### src/hdl/qtc_map.svh
// Register offsets, field positions and reset values of the quad timer
`ifndef QTC_MAP_SVH
`define QTC_MAP_SVH
`define QTC_CNT_W      24
`define QTC_PRE_W      8
`define QTC_EXC_W      8
`define QTC_DB_LEN     3
`define QTC_OFF_CSR    5'h00
`define QTC_OFF_CMP    5'h04
`define QTC_OFF_ISR    5'h08
`define QTC_OFF_CNT    5'h0c
`define QTC_OFF_CAP    5'h10
`define QTC_OFF_EXCON  5'h14
`define QTC_OFF_EXISR  5'h18
`define QTC_TMR_STRIDE 8'h20
`define QTC_ADDR_CLKEN 8'h80
`define QTC_ADDR_SRC   8'h84
`define QTC_CSR_CEN    30
`define QTC_CSR_IE     29
`define QTC_CSR_MD_HI  28
`define QTC_CSR_MD_LO  27
`define QTC_CSR_CTB    24
`define QTC_CSR_PR_HI  7
`define QTC_PRE_RESET  8'h05
`define QTC_FLAG_BIT   0
`define QTC_EX_PHASE   0
`define QTC_EX_EDG_HI  2
`define QTC_EX_EDG_LO  1
`define QTC_EX_EN      3
`define QTC_EX_RST     4
`define QTC_EX_CAPDB   6
`define QTC_EX_EVDB    7
`define QTC_EX_MASK    8'hdf
`define QTC_GATE_LO    2
`define QTC_GATE_HI    5
`endif

### src/hdl/qtc_pkg.sv
// Types shared by the quad timer modules
`include "qtc_map.svh"
package qtc_pkg;
  typedef enum logic [1:0] {
    QTC_ONESHOT  = 2'b00,
    QTC_PERIODIC = 2'b01,
    QTC_TOGGLE   = 2'b10,
    QTC_CONT     = 2'b11
  } qtc_mode_type;

  typedef struct packed {
    logic                  counting_enable;
    logic                  ie;
    qtc_mode_type          mode;
    logic                  event_count_select;
    logic [`QTC_PRE_W-1:0] prescale;
    logic [`QTC_CNT_W-1:0] cmp;
    logic                  match;
    logic [`QTC_CNT_W-1:0] cnt;
    logic [`QTC_CNT_W-1:0] cap;
    logic [`QTC_EXC_W-1:0] excon;
    logic                  pin_flag;
    logic [`QTC_PRE_W-1:0] pre_cnt;
    logic                  tog;
    logic                  oe;
    logic                  irq;
  } qtc_timer_type;

  typedef struct packed {
    logic                   sync1;
    logic                   sync2;
    logic [`QTC_DB_LEN-1:0] hist;
    logic                   deb;
    logic                   ev_lvl;
    logic                   ev_prev;
    logic                   cap_lvl;
    logic                   cap_prev;
    logic                   tk1;
    logic                   tk2;
    logic                   tk_prev;
  } qtc_pin_state_type;
endpackage

### src/hdl/qtc_pin_if.sv
// Signals between the timer core and one pin conditioner
`timescale 1ns/1ns
interface qtc_pin_if;
  logic       raw;
  logic       tick_raw;
  logic       ev_db;
  logic       cap_db;
  logic [1:0] edge_sel;
  logic       phase;
  logic       ev_hit;
  logic       cap_hit;
  logic       tick_hit;
  modport cond (input raw, tick_raw, ev_db, cap_db, edge_sel, phase,
                output ev_hit, cap_hit, tick_hit);
  modport core (output raw, tick_raw, ev_db, cap_db, edge_sel, phase,
                input ev_hit, cap_hit, tick_hit);
endinterface

### src/hdl/qtc_pin_cond.sv
// Pin synchroniser, debounce filter and edge detection for one timer
`timescale 1ns/1ns
module qtc_pin_cond (
  input wire logic clk,
  input wire logic rst,
  qtc_pin_if.cond  pif
);
  qtc_pkg::qtc_pin_state_type st;
  qtc_pkg::qtc_pin_state_type next_st;

  always_comb begin
    next_st = st;
    next_st.sync1 = pif.raw;
    next_st.sync2 = st.sync1;
    next_st.hist = {st.hist[`QTC_DB_LEN-2:0], st.sync2};
    // Filtered level moves only after a full run of equal samples
    if (&st.hist) begin
      next_st.deb = 1'b1;
    end else if (~|st.hist) begin
      next_st.deb = 1'b0;
    end
    next_st.ev_lvl = pif.ev_db ? st.deb : st.sync2;
    next_st.ev_prev = st.ev_lvl;
    next_st.cap_lvl = pif.cap_db ? st.deb : st.sync2;
    next_st.cap_prev = st.cap_lvl;
    next_st.tk1 = pif.tick_raw;
    next_st.tk2 = st.tk1;
    next_st.tk_prev = st.tk2;
  end

  always_ff @(posedge clk) begin
    if (rst) begin
      st <= '0;
    end else begin
      st <= next_st;
    end
  end

  // Phase 1 counts rising edges, 0 falling
  assign pif.ev_hit = pif.phase ? (st.ev_lvl & ~st.ev_prev)
                                : (~st.ev_lvl & st.ev_prev);
  // Edge select: 00 falling, 01 rising, 1x both
  assign pif.cap_hit = pif.edge_sel[1] ? (st.cap_lvl ^ st.cap_prev)
                     : pif.edge_sel[0] ? (st.cap_lvl & ~st.cap_prev)
                     : (~st.cap_lvl & st.cap_prev);
  assign pif.tick_hit = st.tk2 & ~st.tk_prev;
endmodule // qtc_pin_cond

### src/hdl/qtc_quad_timer.sv
// Four-channel timer/counter with capture, reset and toggle pins on APB
// What this block does
// four timers, 8-bit prescaler feeding 24-bit counter
// each timer picks its own clock source
// live counter readable in bits 23:0
// match flag sets when counter reaches compare
// pin event flag sets on selected edge
// counting-enable bit starts up-counting
// one-shot match: flag, clear counter, stop
// interrupt request while flag and enable set
// periodic match: flag, clear counter, continue
// toggle mode inverts pin on every match
// continuous match: flag only, counter wraps
// new compare accepted while continuous counting
// event-count bit counts pin events instead
// event input debounce enable, rate limits
// phase bit picks counted event edge
// event counting keeps each mode's match behaviour
// capture counter on selected edge, select 0
// capture input debounce enable, rate limits
// capture happens in any counting mode
// pending pin flag blocks new captures
// select 1: edge clears counter instead
// per-timer clock gate, enable bits 5:2
// re-enable resumes from stopped value
// divide by prescale plus one per tick
// flags clear on written one only
//
// Added by the designer: the APB register port and the register offsets.
`timescale 1ns/1ns
module qtc_quad_timer #(
  parameter int NUM_TIMERS = 4
) (
  input  wire logic                  clk,
  input  wire logic                  rst,
  input  wire logic                  psel,
  input  wire logic                  penable,
  input  wire logic                  pwrite,
  input  wire logic [7:0]            paddr,
  input  wire logic [31:0]           pwdata,
  output wire logic [31:0]           prdata,
  output wire logic                  pready,
  output wire logic                  pslverr,
  input  wire logic [NUM_TIMERS-1:0] timer_pin_in,
  output wire logic [NUM_TIMERS-1:0] timer_pin_out,
  output wire logic [NUM_TIMERS-1:0] timer_pin_oe,
  input  wire logic [NUM_TIMERS-1:0] clk_src_tick,
  output wire logic [NUM_TIMERS-1:0] irq
);
  typedef struct packed {
    qtc_pkg::qtc_timer_type [NUM_TIMERS-1:0] tmr;
    logic [NUM_TIMERS-1:0]                   gate;
    logic [NUM_TIMERS-1:0]                   src_ext;
    logic [31:0]                             prdata;
    logic                                    pready;
    logic                                    pslverr;
  } qtc_state_type;

  qtc_state_type st;
  qtc_state_type next_st;

  logic                  wr;
  logic [NUM_TIMERS-1:0] inc_w;
  logic [NUM_TIMERS-1:0] hit_w;
  logic [NUM_TIMERS-1:0] ext_w;
  logic [NUM_TIMERS-1:0] ev_w;
  logic [NUM_TIMERS-1:0] cap_w;
  logic [NUM_TIMERS-1:0] tick_w;

  ////////////////////////////////////////////////////////////////////////////
  // Decode helpers

  function automatic logic qtc_hit(logic [7:0] a, int idx, logic [4:0] off);
    return (a[7:5] == 3'(idx)) && (a[4:0] == off);
  endfunction

  function automatic logic qtc_mapped(logic [7:0] a);
    logic ok;
    ok = (a == `QTC_ADDR_CLKEN) || (a == `QTC_ADDR_SRC);
    if (!a[7] && int'(a[6:5]) < NUM_TIMERS && a[1:0] == 2'h0
        && a[4:0] <= `QTC_OFF_EXISR) begin
      ok = 1'b1;
    end
    return ok;
  endfunction

  function automatic logic [31:0] qtc_rd_reg(qtc_pkg::qtc_timer_type t,
                                             logic [4:0] off);
    logic [31:0] d;
    d = '0;
    case (off)
      `QTC_OFF_CSR: begin
        d[`QTC_CSR_CEN] = t.counting_enable;
        d[`QTC_CSR_IE] = t.ie;
        d[`QTC_CSR_MD_HI:`QTC_CSR_MD_LO] = t.mode;
        d[`QTC_CSR_CTB] = t.event_count_select;
        d[`QTC_CSR_PR_HI:0] = t.prescale;
      end
      `QTC_OFF_CMP:   d[`QTC_CNT_W-1:0] = t.cmp;
      `QTC_OFF_ISR:   d[`QTC_FLAG_BIT] = t.match;
      `QTC_OFF_CNT:   d[`QTC_CNT_W-1:0] = t.cnt;
      `QTC_OFF_CAP:   d[`QTC_CNT_W-1:0] = t.cap;
      `QTC_OFF_EXCON: d[`QTC_EXC_W-1:0] = t.excon;
      `QTC_OFF_EXISR: d[`QTC_FLAG_BIT] = t.pin_flag;
      default:        d = '0;
    endcase
    return d;
  endfunction

  assign wr = psel & penable & st.pready & pwrite;

  ////////////////////////////////////////////////////////////////////////////
  // Next state

  always_comb begin
    qtc_pkg::qtc_timer_type t;
    logic [`QTC_CNT_W-1:0]  cnt_p1;
    t = '0;
    cnt_p1 = '0;
    next_st = st;
    // Zero-wait APB: ready in the access phase, data latched in setup
    next_st.pready = psel & ~penable;
    if (psel & ~penable) begin
      next_st.pslverr = ~qtc_mapped(paddr);
      next_st.prdata = '0;
      if (paddr == `QTC_ADDR_CLKEN) begin
        next_st.prdata[`QTC_GATE_HI:`QTC_GATE_LO] = 4'(st.gate);
      end else if (paddr == `QTC_ADDR_SRC) begin
        next_st.prdata[NUM_TIMERS-1:0] = st.src_ext;
      end else begin
        for (int i = 0; i < NUM_TIMERS; i++) begin
          if (paddr[7:5] == 3'(i)) begin
            next_st.prdata = qtc_rd_reg(st.tmr[i], paddr[4:0]);
          end
        end
      end
    end
    if (wr && paddr == `QTC_ADDR_CLKEN) begin
      next_st.gate = NUM_TIMERS'(pwdata[`QTC_GATE_HI:`QTC_GATE_LO]);
    end
    if (wr && paddr == `QTC_ADDR_SRC) begin
      next_st.src_ext = pwdata[NUM_TIMERS-1:0];
    end
    for (int i = 0; i < NUM_TIMERS; i++) begin
      t = st.tmr[i];
      cnt_p1 = st.tmr[i].cnt + `QTC_CNT_W'(1);
      // Software writes first so hardware events override them
      if (wr && qtc_hit(paddr, i, `QTC_OFF_CSR)) begin
        t.counting_enable = pwdata[`QTC_CSR_CEN];
        t.ie = pwdata[`QTC_CSR_IE];
        t.mode = qtc_pkg::qtc_mode_type'(pwdata[`QTC_CSR_MD_HI:`QTC_CSR_MD_LO]);
        t.event_count_select = pwdata[`QTC_CSR_CTB];
        t.prescale = pwdata[`QTC_CSR_PR_HI:0];
      end
      if (wr && qtc_hit(paddr, i, `QTC_OFF_CMP)) begin
        t.cmp = pwdata[`QTC_CNT_W-1:0];
      end
      if (wr && qtc_hit(paddr, i, `QTC_OFF_ISR) && pwdata[`QTC_FLAG_BIT]) begin
        t.match = 1'b0;
      end
      if (wr && qtc_hit(paddr, i, `QTC_OFF_EXCON)) begin
        t.excon = pwdata[`QTC_EXC_W-1:0] & `QTC_EX_MASK;
      end
      if (wr && qtc_hit(paddr, i, `QTC_OFF_EXISR) && pwdata[`QTC_FLAG_BIT]) begin
        t.pin_flag = 1'b0;
      end
      // Prescaler runs on source ticks, wraps at the setting
      if (st.gate[i] && st.tmr[i].counting_enable && !st.tmr[i].event_count_select && tick_w[i]) begin
        t.pre_cnt = (st.tmr[i].pre_cnt == st.tmr[i].prescale) ? '0
                    : st.tmr[i].pre_cnt + `QTC_PRE_W'(1);
      end
      if (inc_w[i]) begin
        if (hit_w[i]) begin
          t.match = 1'b1;
          unique case (st.tmr[i].mode)
            qtc_pkg::QTC_ONESHOT: begin
              t.cnt = '0;
              t.counting_enable = 1'b0;
            end
            qtc_pkg::QTC_PERIODIC: begin
              t.cnt = '0;
            end
            qtc_pkg::QTC_TOGGLE: begin
              t.cnt = '0;
              t.tog = ~st.tmr[i].tog;
            end
            qtc_pkg::QTC_CONT: begin
              t.cnt = cnt_p1;
            end
          endcase
        end else begin
          t.cnt = cnt_p1;
        end
      end
      if (ext_w[i]) begin
        t.pin_flag = 1'b1;
        if (st.tmr[i].excon[`QTC_EX_RST]) begin
          t.cnt = '0;
        end else if (!st.tmr[i].pin_flag) begin
          t.cap = st.tmr[i].cnt;
        end
      end
      t.oe = (t.mode == qtc_pkg::QTC_TOGGLE);
      t.irq = t.match & t.ie;
      next_st.tmr[i] = t;
    end
  end

  always_ff @(posedge clk) begin
    if (rst) begin
      st <= '0;
      for (int i = 0; i < NUM_TIMERS; i++) begin
        st.tmr[i].prescale <= `QTC_PRE_RESET;
      end
    end else begin
      st <= next_st;
    end
  end

  assign prdata = st.prdata;
  assign pready = st.pready;
  assign pslverr = st.pslverr;

  ////////////////////////////////////////////////////////////////////////////
  // Per-timer pins, tick qualification and checks

  if (NUM_TIMERS < 1 || NUM_TIMERS > 4) begin : g_bad
    $error("NUM_TIMERS must be 1 to 4");
  end

  for (genvar i = 0; i < NUM_TIMERS; i++) begin : g_tmr
    qtc_pin_if pif ();

    assign pif.raw = timer_pin_in[i];
    assign pif.tick_raw = clk_src_tick[i];
    assign pif.ev_db = st.tmr[i].excon[`QTC_EX_EVDB];
    assign pif.cap_db = st.tmr[i].excon[`QTC_EX_CAPDB];
    assign pif.edge_sel = st.tmr[i].excon[`QTC_EX_EDG_HI:`QTC_EX_EDG_LO];
    assign pif.phase = st.tmr[i].excon[`QTC_EX_PHASE];

    qtc_pin_cond u_cond (
      .clk (clk),
      .rst (rst),
      .pif (pif.cond)
    );

    assign ev_w[i] = pif.ev_hit;
    assign cap_w[i] = pif.cap_hit;
    // External source yields one tick per synchronised rising edge
    assign tick_w[i] = st.src_ext[i] ? pif.tick_hit : 1'b1;
    assign inc_w[i] = st.gate[i] & st.tmr[i].counting_enable
                    & (st.tmr[i].event_count_select ? ev_w[i]
                       : tick_w[i] & (st.tmr[i].pre_cnt == st.tmr[i].prescale));
    assign hit_w[i] = (st.tmr[i].cnt + `QTC_CNT_W'(1)) == st.tmr[i].cmp;
    assign ext_w[i] = st.tmr[i].excon[`QTC_EX_EN] & cap_w[i];

    assign timer_pin_out[i] = st.tmr[i].tog;
    assign timer_pin_oe[i] = st.tmr[i].oe;
    assign irq[i] = st.tmr[i].irq;

  end
endmodule // qtc_quad_timer

### config.mk
export PLATFORM = sky130hd
export DESIGN_NAME = qtc_quad_timer
export DESIGN_NICKNAME = d
export VERILOG_FILES = /design/src/hdl/qtc_pkg.sv /design/src/hdl/qtc_pin_if.sv /design/src/hdl/qtc_pin_cond.sv /design/src/hdl/qtc_quad_timer.sv
export VERILOG_INCLUDE_DIRS = /design/src /design/src/hdl
export SDC_FILE = /design/constraint.sdc
export NUM_CORES = 1
export LEC_CHECK = 0
export ABC_AREA = 0
export BUFFER_PORTS_ARGS = -buffer_cell sky130_fd_sc_hd__buf_2
export CORE_ASPECT_RATIO = 0.7
export CORE_UTILIZATION = 50
export DETAILED_ROUTE_END_ITERATION = 10
export GPL_TIMING_DRIVEN = 1
export PLACE_DENSITY = 0.67
export SYNTH_ARGS = -nofsm -noshare
export SYNTH_HDL_FRONTEND = slang
export SYNTH_HIERARCHICAL = 1
export SYNTH_SLANG_ARGS = --single-unit
### constraint.sdc
create_clock -name clk -period 4.1 [get_ports clk]
set_input_delay 0.41 -clock clk [delete_from_list [all_inputs] [get_ports clk]]
set_output_delay 0.41 -clock clk [all_outputs]
set_load 0.1 [all_outputs]
==> key figures, run 1 <==
Worst setup path
  • Bufs and invs on worst path: 1
  • CP Data Required Time: 4.61 ns
  • Startpoint types: flip-flop
  • CP arrival: 4.54 ns
  • CP max-delay cell: or4_1
  • Worst-path cell chain: ha_1 -> nand3_2 -> or3_1 -> or4_1 -> xnor2_1 -> nand2b_1 -> or4_4 -> a21oi_2 -> buf_4 -> nor3_1
  • Crit Path Max Fanout: 8
  • Type of the worst setup path: reg -> reg
  • CP delay by family, top: simple AND/OR/NAND/NOR gates
  • Register-to-register setup slack: 0.06 ns
  • Setup crit end kind: flip-flop
  • Worst path max stage delay: 0.58 ns

Clocking
  • Worst-path clk slew: 0.07 ns
  • CTS Buf Count: 52
  • Setup Buffers After CTS: 0
  • CTS H-tree depth: 2
  • CTS Sinks: 511
  • Worst-Skew Late Latency: 0.64 ns
  • Clock tree buffer depth: 3
  • CTS root buffer: clkbuf_16
  • CTS tree: yes

Timing
  • Setup tns final: 0 ns
  • Worst Skew: 0.0263 ns
  • Min Tclk post-route: 4.04 ns
  • Tcrit/Tclk final: 98.4%
  • Final setup violation count: 0
  • Slew Limit Fails: 0
  • Relative slew slack: 24.6%
  • RSZ-0062 raised after global routing: false
  • Worst Tran Pin Value: 1.13 ns
  • Final-report hold violation count: 0
  • Fmax: 0.248 GHz

Global route
  • Met3 Resource Use GR: 7.63%
  • Vias in the first global route: 22,600
  • First-pass GRT wire length: 138,000 um
  • GR Util met1: 49.0%
  • Total track usage: 32.8%
  • GR Util met2: 46.0%
  • Initial antenna violation count: 6
  • Pin count of the biggest net entering global routing: 161
  • GRT overflow: 0
  • GR peak layer: met1

Min path
  • Worst hold path type: in -> reg

Place
  • HPWL Detailed: 65,300 um
  • Port bufs: 92
  • RePlAce Congestion: 0.987

Power
  • PwrDens: 368 nW/um2
  • Cell Int Power: 8.12 mW
  • Sw Ratio: 24.1%
  • Clock power frac: 49.0%
  • Leakage: 9.77 nW
  • Peak supply drop: 291 uV
  • Reg power frac: 46.7%
  • Switching pwr: 2.58 mW
  • Comb power frac: 4.3%
  • Total Power: 10.7 mW

Synthesis
  • EDFF count, synth: 0
  • Post-synth cell types: 86
  • Avg Cell Area, Syn: 7.93 um2
  • Asr flop ratio synth: 0%
  • Ys flop type: dfxtp_1
  • Sequential share of the synthesized area: 38.8%
  • Synth warn: 6
  • FF+latch count, synth: 511
  • Post-Syn Instances: 3,325
  • Cell area after synthesis: 26,400 um2

Floorplanning
  • Die area: 53,600 um2
  • Die W: 276 um
  • Rows: 69
  • Ports: 99
  • Die Height: 194 um
  • Core area: 51,400 um2
  • Initial Util: 51.3%

Cells and area
  • Commonest non-fill, non-tap cell in the layout: nand2_1
  • Layout cells sized above 1: 11.1%
  • Filler instances: 4,744
  • Fin nets: 3,332
  • Most frequent cells in the layout: nand2_1 (647), dfxtp_1 (511), a21oi_1 (320), nor2_1 (218), xnor2_1 (141)
  • P&R area growth vs syn: 10.2%

Route
  • WL final: 90,800 um
  • Post-DRT Antenna Nets: 0
  • DR vias/cell: 6.27
  • Post-route DRC: 0
  • DR vias: 25,000
  • DR iter-0 viols: 3,536
  • Wire per inst: 22.8 um
  • DRT Pass-1 Iters: 9

Outcome
  • Status: completed

Job
  • Max Cap Violations: 0
==> routing by layer <==
| layer | part of all wire [%] | vias up |
|---|---|---|
| met5 | 0.019 | - |
| met4 | 3.0 | 2 |
| met3 | 12 | 164 |
| met2 | 40 | 1339 |
| met1 | 45 | 11900 |
| li1 | - | 11500 |
==> synth_stat cells, types with 10 or more instances <==
cell type	number	share of area [%]
mux2i_1	77	2.9
or3_1	26	0.62
a222oi_1	49	1.9
nor4_1	30	0.71
a22oi_1	60	1.7
a221oi_1	18	0.60
dfxtp_1	511	39
nand4_1	86	2.0
xor2_1	96	3.2
and4_1	18	0.60
a21oi_1	321	6.1
inv_1	33	0.47
nor2b_2	28	0.93
nand2_1	647	9.2
nand2b_1	27	0.64
a21o_1	11	0.31
xnor2_1	141	4.7
nand3_1	111	2.1
buf_2	34	0.65
ha_1	16	0.76
o31ai_1	18	0.51
clkbuf_1	198	2.8
nor2_1	221	3.1
and2_1	14	0.33
o21ai_0	81	1.5
buf_1	19	0.27
nor2b_1	24	0.57
and3_1	32	0.76
nor3_1	95	1.8
mux4_2	12	1.0
buf_4	56	1.6
o211ai_1	10	0.28
a31oi_1	36	0.85
==> layout make-up <==
type                            instances  area [um2]  area share (%)
Tap cell                              674         843            2.90
Clock inverter                         29         375            1.29
Sequential cell                       511       10200            35.2
Antenna cell                            3        7.51          0.0259
Timing Repair Buffer                  193        1330            4.59
Clock buffer                           68        1490            5.14
Inverter                               34         128           0.440
Multi-Input combinational cell       2471       14600            50.4
==> per-stage QoR <==
stage | hold WS (ns) | utilization, % | instances | setup slack [ns] | cell area (um2)
after detailed placement | 0.431 | 52.7 | 3877 | 0.0529 | 27100
after floorplan | 0.415 | - | 3327 | 1.03 | 26400
after global routing | 0.00366 | 56.5 | 3981 | 0.0275 | 29000
final | 0.00662 | 56.5 | 3983 | 0.0644 | 29000
after global placement | 0.418 | 52.7 | 3877 | 0.104 | 27100
after CTS | 0.000238 | 56.5 | 3980 | 0.0220 | 29000
==> registers in the layout (all words and copies together), names as in the netlist, 8 cells and up <==
register	count
g_tmr.pif.edge_sel	8
g_tmr.u_cond/st	20
st	396
prdata	29
g_tmr.u_cond/next_st	32
==> what timing repair did <==
item                                    CTS  global route
hold buffers                              6             0
gates resized for setup                   0             2
endpoints found under the hold margin     6             0
endpoints found under the setup margin    0             7
==> path summary, 6_finish.rpt <==
path | end | cells after the start | startpoint
hold reg to reg | g_tmr[2].u_cond/next_st[8]$_SDFF_PP0_ | 1 | g_tmr[2].u_cond/next_st[11]$_SDFF_PP0_
setup reg to reg | st[422]$_SDFF_PP0_ | 10 | st[405]$_SDFF_PP0_
setup / recovery | st[422]$_SDFF_PP0_ | 10 | st[405]$_SDFF_PP0_
hold / removal | g_tmr[2].u_cond/next_st[11]$_SDFF_PP0_ | 2 | timer_pin_in[2]
==> cell families after synthesis <==
family          synth area share [%]
compound gates                  16.8
xor+xnor                        7.88
flops                           38.8
simple gates                    25.4
buf+inv                         5.99
mux                             4.29
other cells                   0.0142
fa+ha+maj                      0.798
==> power groups by stage <==
stage               combinational, mW  sequential [mW]  clock, mW
floorplan                       0.259             5.11          0
global placement                0.440             5.10          0
detailed placement              0.444             5.10          0
CTS                             0.449             4.99       5.30
global route                    0.479             4.99       5.49
finish                          0.462             4.99       5.24
(Power assumes the default switching activity.)
==> run 2, diff against run 1 <==
- MAX_ROUTING_LAYER: default -> met4
==> key figures, run 2 (synthesis gave the netlist of run 1 again) <==
Timing
  • RSZ-0062 raised after global routing: false
  • Final setup violation count: 0 (unchanged)
  • Final hold slack: 0.0167 ns (+0.0100 ns)
  • Tcrit/Tclk final: 92.0% (-6.4 points)
  • Worst Skew: 0.0277 ns (+0.00141 ns)
  • Slew Limit Fails: 0 (unchanged)
  • Min Tclk post-route: 3.77 ns (-0.264 ns)
  • Fmax: 0.265 GHz (+7.0%)
  • Setup tns final: 0 ns (unchanged)
  • Worst Tran Pin Value: 1.10 ns (-0.0322 ns)
  • Final-report hold violation count: 0 (unchanged)
  • Relative slew slack: 26.8% (+2.1 points)

Route
  • Wire per inst: 22.8 um (-0.22%)
  • DRT Pass-1 Iters: 7 (-2)
  • Post-route DRC: 0 (unchanged)
  • DR iter-0 viols: 3,437 (-2.8%)
  • DR vias: 24,900 (-0.13%)
  • Post-DRT Antenna Nets: 0 (unchanged)
  • DR vias/cell: 6.28 (+0.20%)
  • WL final: 90,300 um (-0.55%)

Worst setup path
  • R2R Path Start: st[405]$_SDFF_PP0_
  • CP Data Required Time: 4.61 ns (about the same)
  • CP delay by family, top: simple AND/OR/NAND/NOR gates
  • Critical R2R Capture: st[409]$_SDFF_PP0_
  • Worst path max stage delay: 0.56 ns (-0.02 ns)
  • Bufs and invs on worst path: 0 (-1)
  • Worst-path cell chain: ha_1 -> nand3_2 -> or3_1 -> or4_1 -> xnor2_1 -> nor4_1 -> nand4_1 -> nand3_2 -> o311ai_0
  • FF-to-FF path depth: 9 (-1)
  • Most frequent CP cell: nand3_2
  • Register-to-register setup slack: 0.33 ns (+0.26 ns)
  • CP arrival: 4.28 ns (-0.26 ns)
  • CP max-delay cell: or4_1
  • Setup crit end kind: flip-flop
  • Crit Path Max Fanout: 18 (+10)
  • Type of the worst setup path: reg -> reg
  • Startpoint types: flip-flop

Power
  • Leakage: 9.64 nW (-1.4%)
  • Peak supply drop: 272 uV (-6.5%)
  • Total Power: 10.2 mW (-4.8%)
  • PwrDens: 355 nW/um2 (-3.8%)

Floorplanning
  • Die W: 276 um (unchanged)
  • Core area: 51,400 um2 (unchanged)
  • Die Height: 194 um (unchanged)
  • Rows: 69 (unchanged)
  • Initial Util: 51.3% (unchanged)
  • Die area: 53,600 um2 (unchanged)
  • Ports: 99 (unchanged)

Clocking
  • Post-cts sizing count: 0 (unchanged)
  • CTS Sinks: 511 (unchanged)
  • CTS H-tree depth: 2 (unchanged)
  • Worst-Skew Late Latency: 0.62 ns (-0.02 ns)
  • CTS Buf Count: 51 (-1.9%)
  • Worst-path clk slew: 0.07 ns (about the same)
  • Clock tree buffer depth: 3 (unchanged)
  • CTS tree: yes
  • CTS root buffer: clkbuf_16

Cells and area
  • Reg with most FFs: st
  • Area occupied by multi-input gates: 14,600 um2 (about the same)
  • Fin nets: 3,327 (-0.15%)
  • P&R area growth vs syn: 9.04%
  • Layout cells sized above 1: 10.4% (-0.65 points)
  • Storage element area: 10,200 um2 (unchanged)
  • Filler instances: 4,758 (+0.30%)
  • Commonest non-fill, non-tap cell in the layout: nand2_1
  • Largest register FFs: 396 (unchanged)
  • Fin util: 55.9% (-0.58 points)
  • Most frequent cells in the layout: nand2_1 (647), dfxtp_1 (511), a21oi_1 (321), nor2_1 (218), xnor2_1 (141)

Global route
  • Pin count of the biggest net entering global routing: 172 (+6.8%)
  • Total track usage: 33.7% (+0.90 points)
  • Initial antenna violation count: 4 (-2)
  • GRT overflow: 0 (unchanged)
  • First-pass GRT wire length: 138,000 um (about the same)
  • Vias in the first global route: 22,900 (+1.4%)

Place
  • RePlAce Congestion: 0.996 (+0.94%)
  • Port bufs: 92 (unchanged)
  • HPWL Detailed: 65,000 um (-0.32%)

Min path
  • Worst hold path type: in -> reg
  • Hold Path Origin: timer_pin_in[2]
  • Min-Delay Endpoint: g_tmr[2].u_cond/next_st[11]$_SDFF_PP0_
  • Hold Crit Depth: 2 (unchanged)

Job
  • Max Cap Violations: 0 (unchanged)

Outcome
  • Status: completed
==> run 2: cell type report <==
class,instances,share of cell area [%]
Clock buffer,68,4.84
Clock inverter,19,0.853
Sequential cell,511,35.6
Inverter,34,0.444
Antenna cell,4,0.0348
Tap cell,674,2.93
Multi-Input combinational cell,2471,50.9
Timing Repair Buffer,189,4.44
==> run 2: worst reg2reg max path: cells and delay by family, from the launching register on <==
kind | cells | cell delay [ns]
simple gates | 6 | 1.98
flops | 1 | 0.49
xor+xnor | 1 | 0.41
compound gates | 1 | 0.45
fa+ha+maj | 1 | 0.36
==> run 2: routing by layer <==
metal  vias up  wire, um  track usage (%)
met2      1332     36700             46.2
met4         0      2650             10.3
met3       169      9890             6.76
met5         -         0                -
met1     11900     41100             49.1
li1      11500         -                -
==> run 2: worst max path at each step <==
stage	from	to	slack [ns]	cells past startpoint
after floorplan	st[405]$_SDFF_PP0_	st[421]$_SDFF_PP0_	1.03	10
after global placement	st[405]$_SDFF_PP0_	timer_pin_out[3]$_SDFFE_PP0P_	0.53	9
after detailed placement	st[405]$_SDFF_PP0_	st[406]$_SDFF_PP0_	0.45	9
after CTS	st[405]$_SDFF_PP0_	st[409]$_SDFF_PP0_	0.41	9
after global routing	st[405]$_SDFF_PP0_	st[409]$_SDFF_PP0_	0.12	9
final	st[405]$_SDFF_PP0_	st[409]$_SDFF_PP0_	0.33	9
==> run 2: power by group <==
part	internal [mW]	leakage, nW	switching [mW]
logic	0.107	4.71	0.351
clock network	2.69	0.806	2.05
registers	4.98	4.12	0.00993
==> run 2: per-stage QoR <==
stage	worst slack, ns	cell area [um2]	cells
CTS	0.415	28700	3966
global route	0.116	28700	3970
finish	0.328	28700	3970
global placement	0.529	27000	3873
floorplan	1.03	26400	3327
detailed placement	0.449	27000	3873
==> run 2: what timing repair did <==
action                    CTS  global route
hold buffers                6             0
buffers inserted            0             0
hold endpoints to repair    6             0
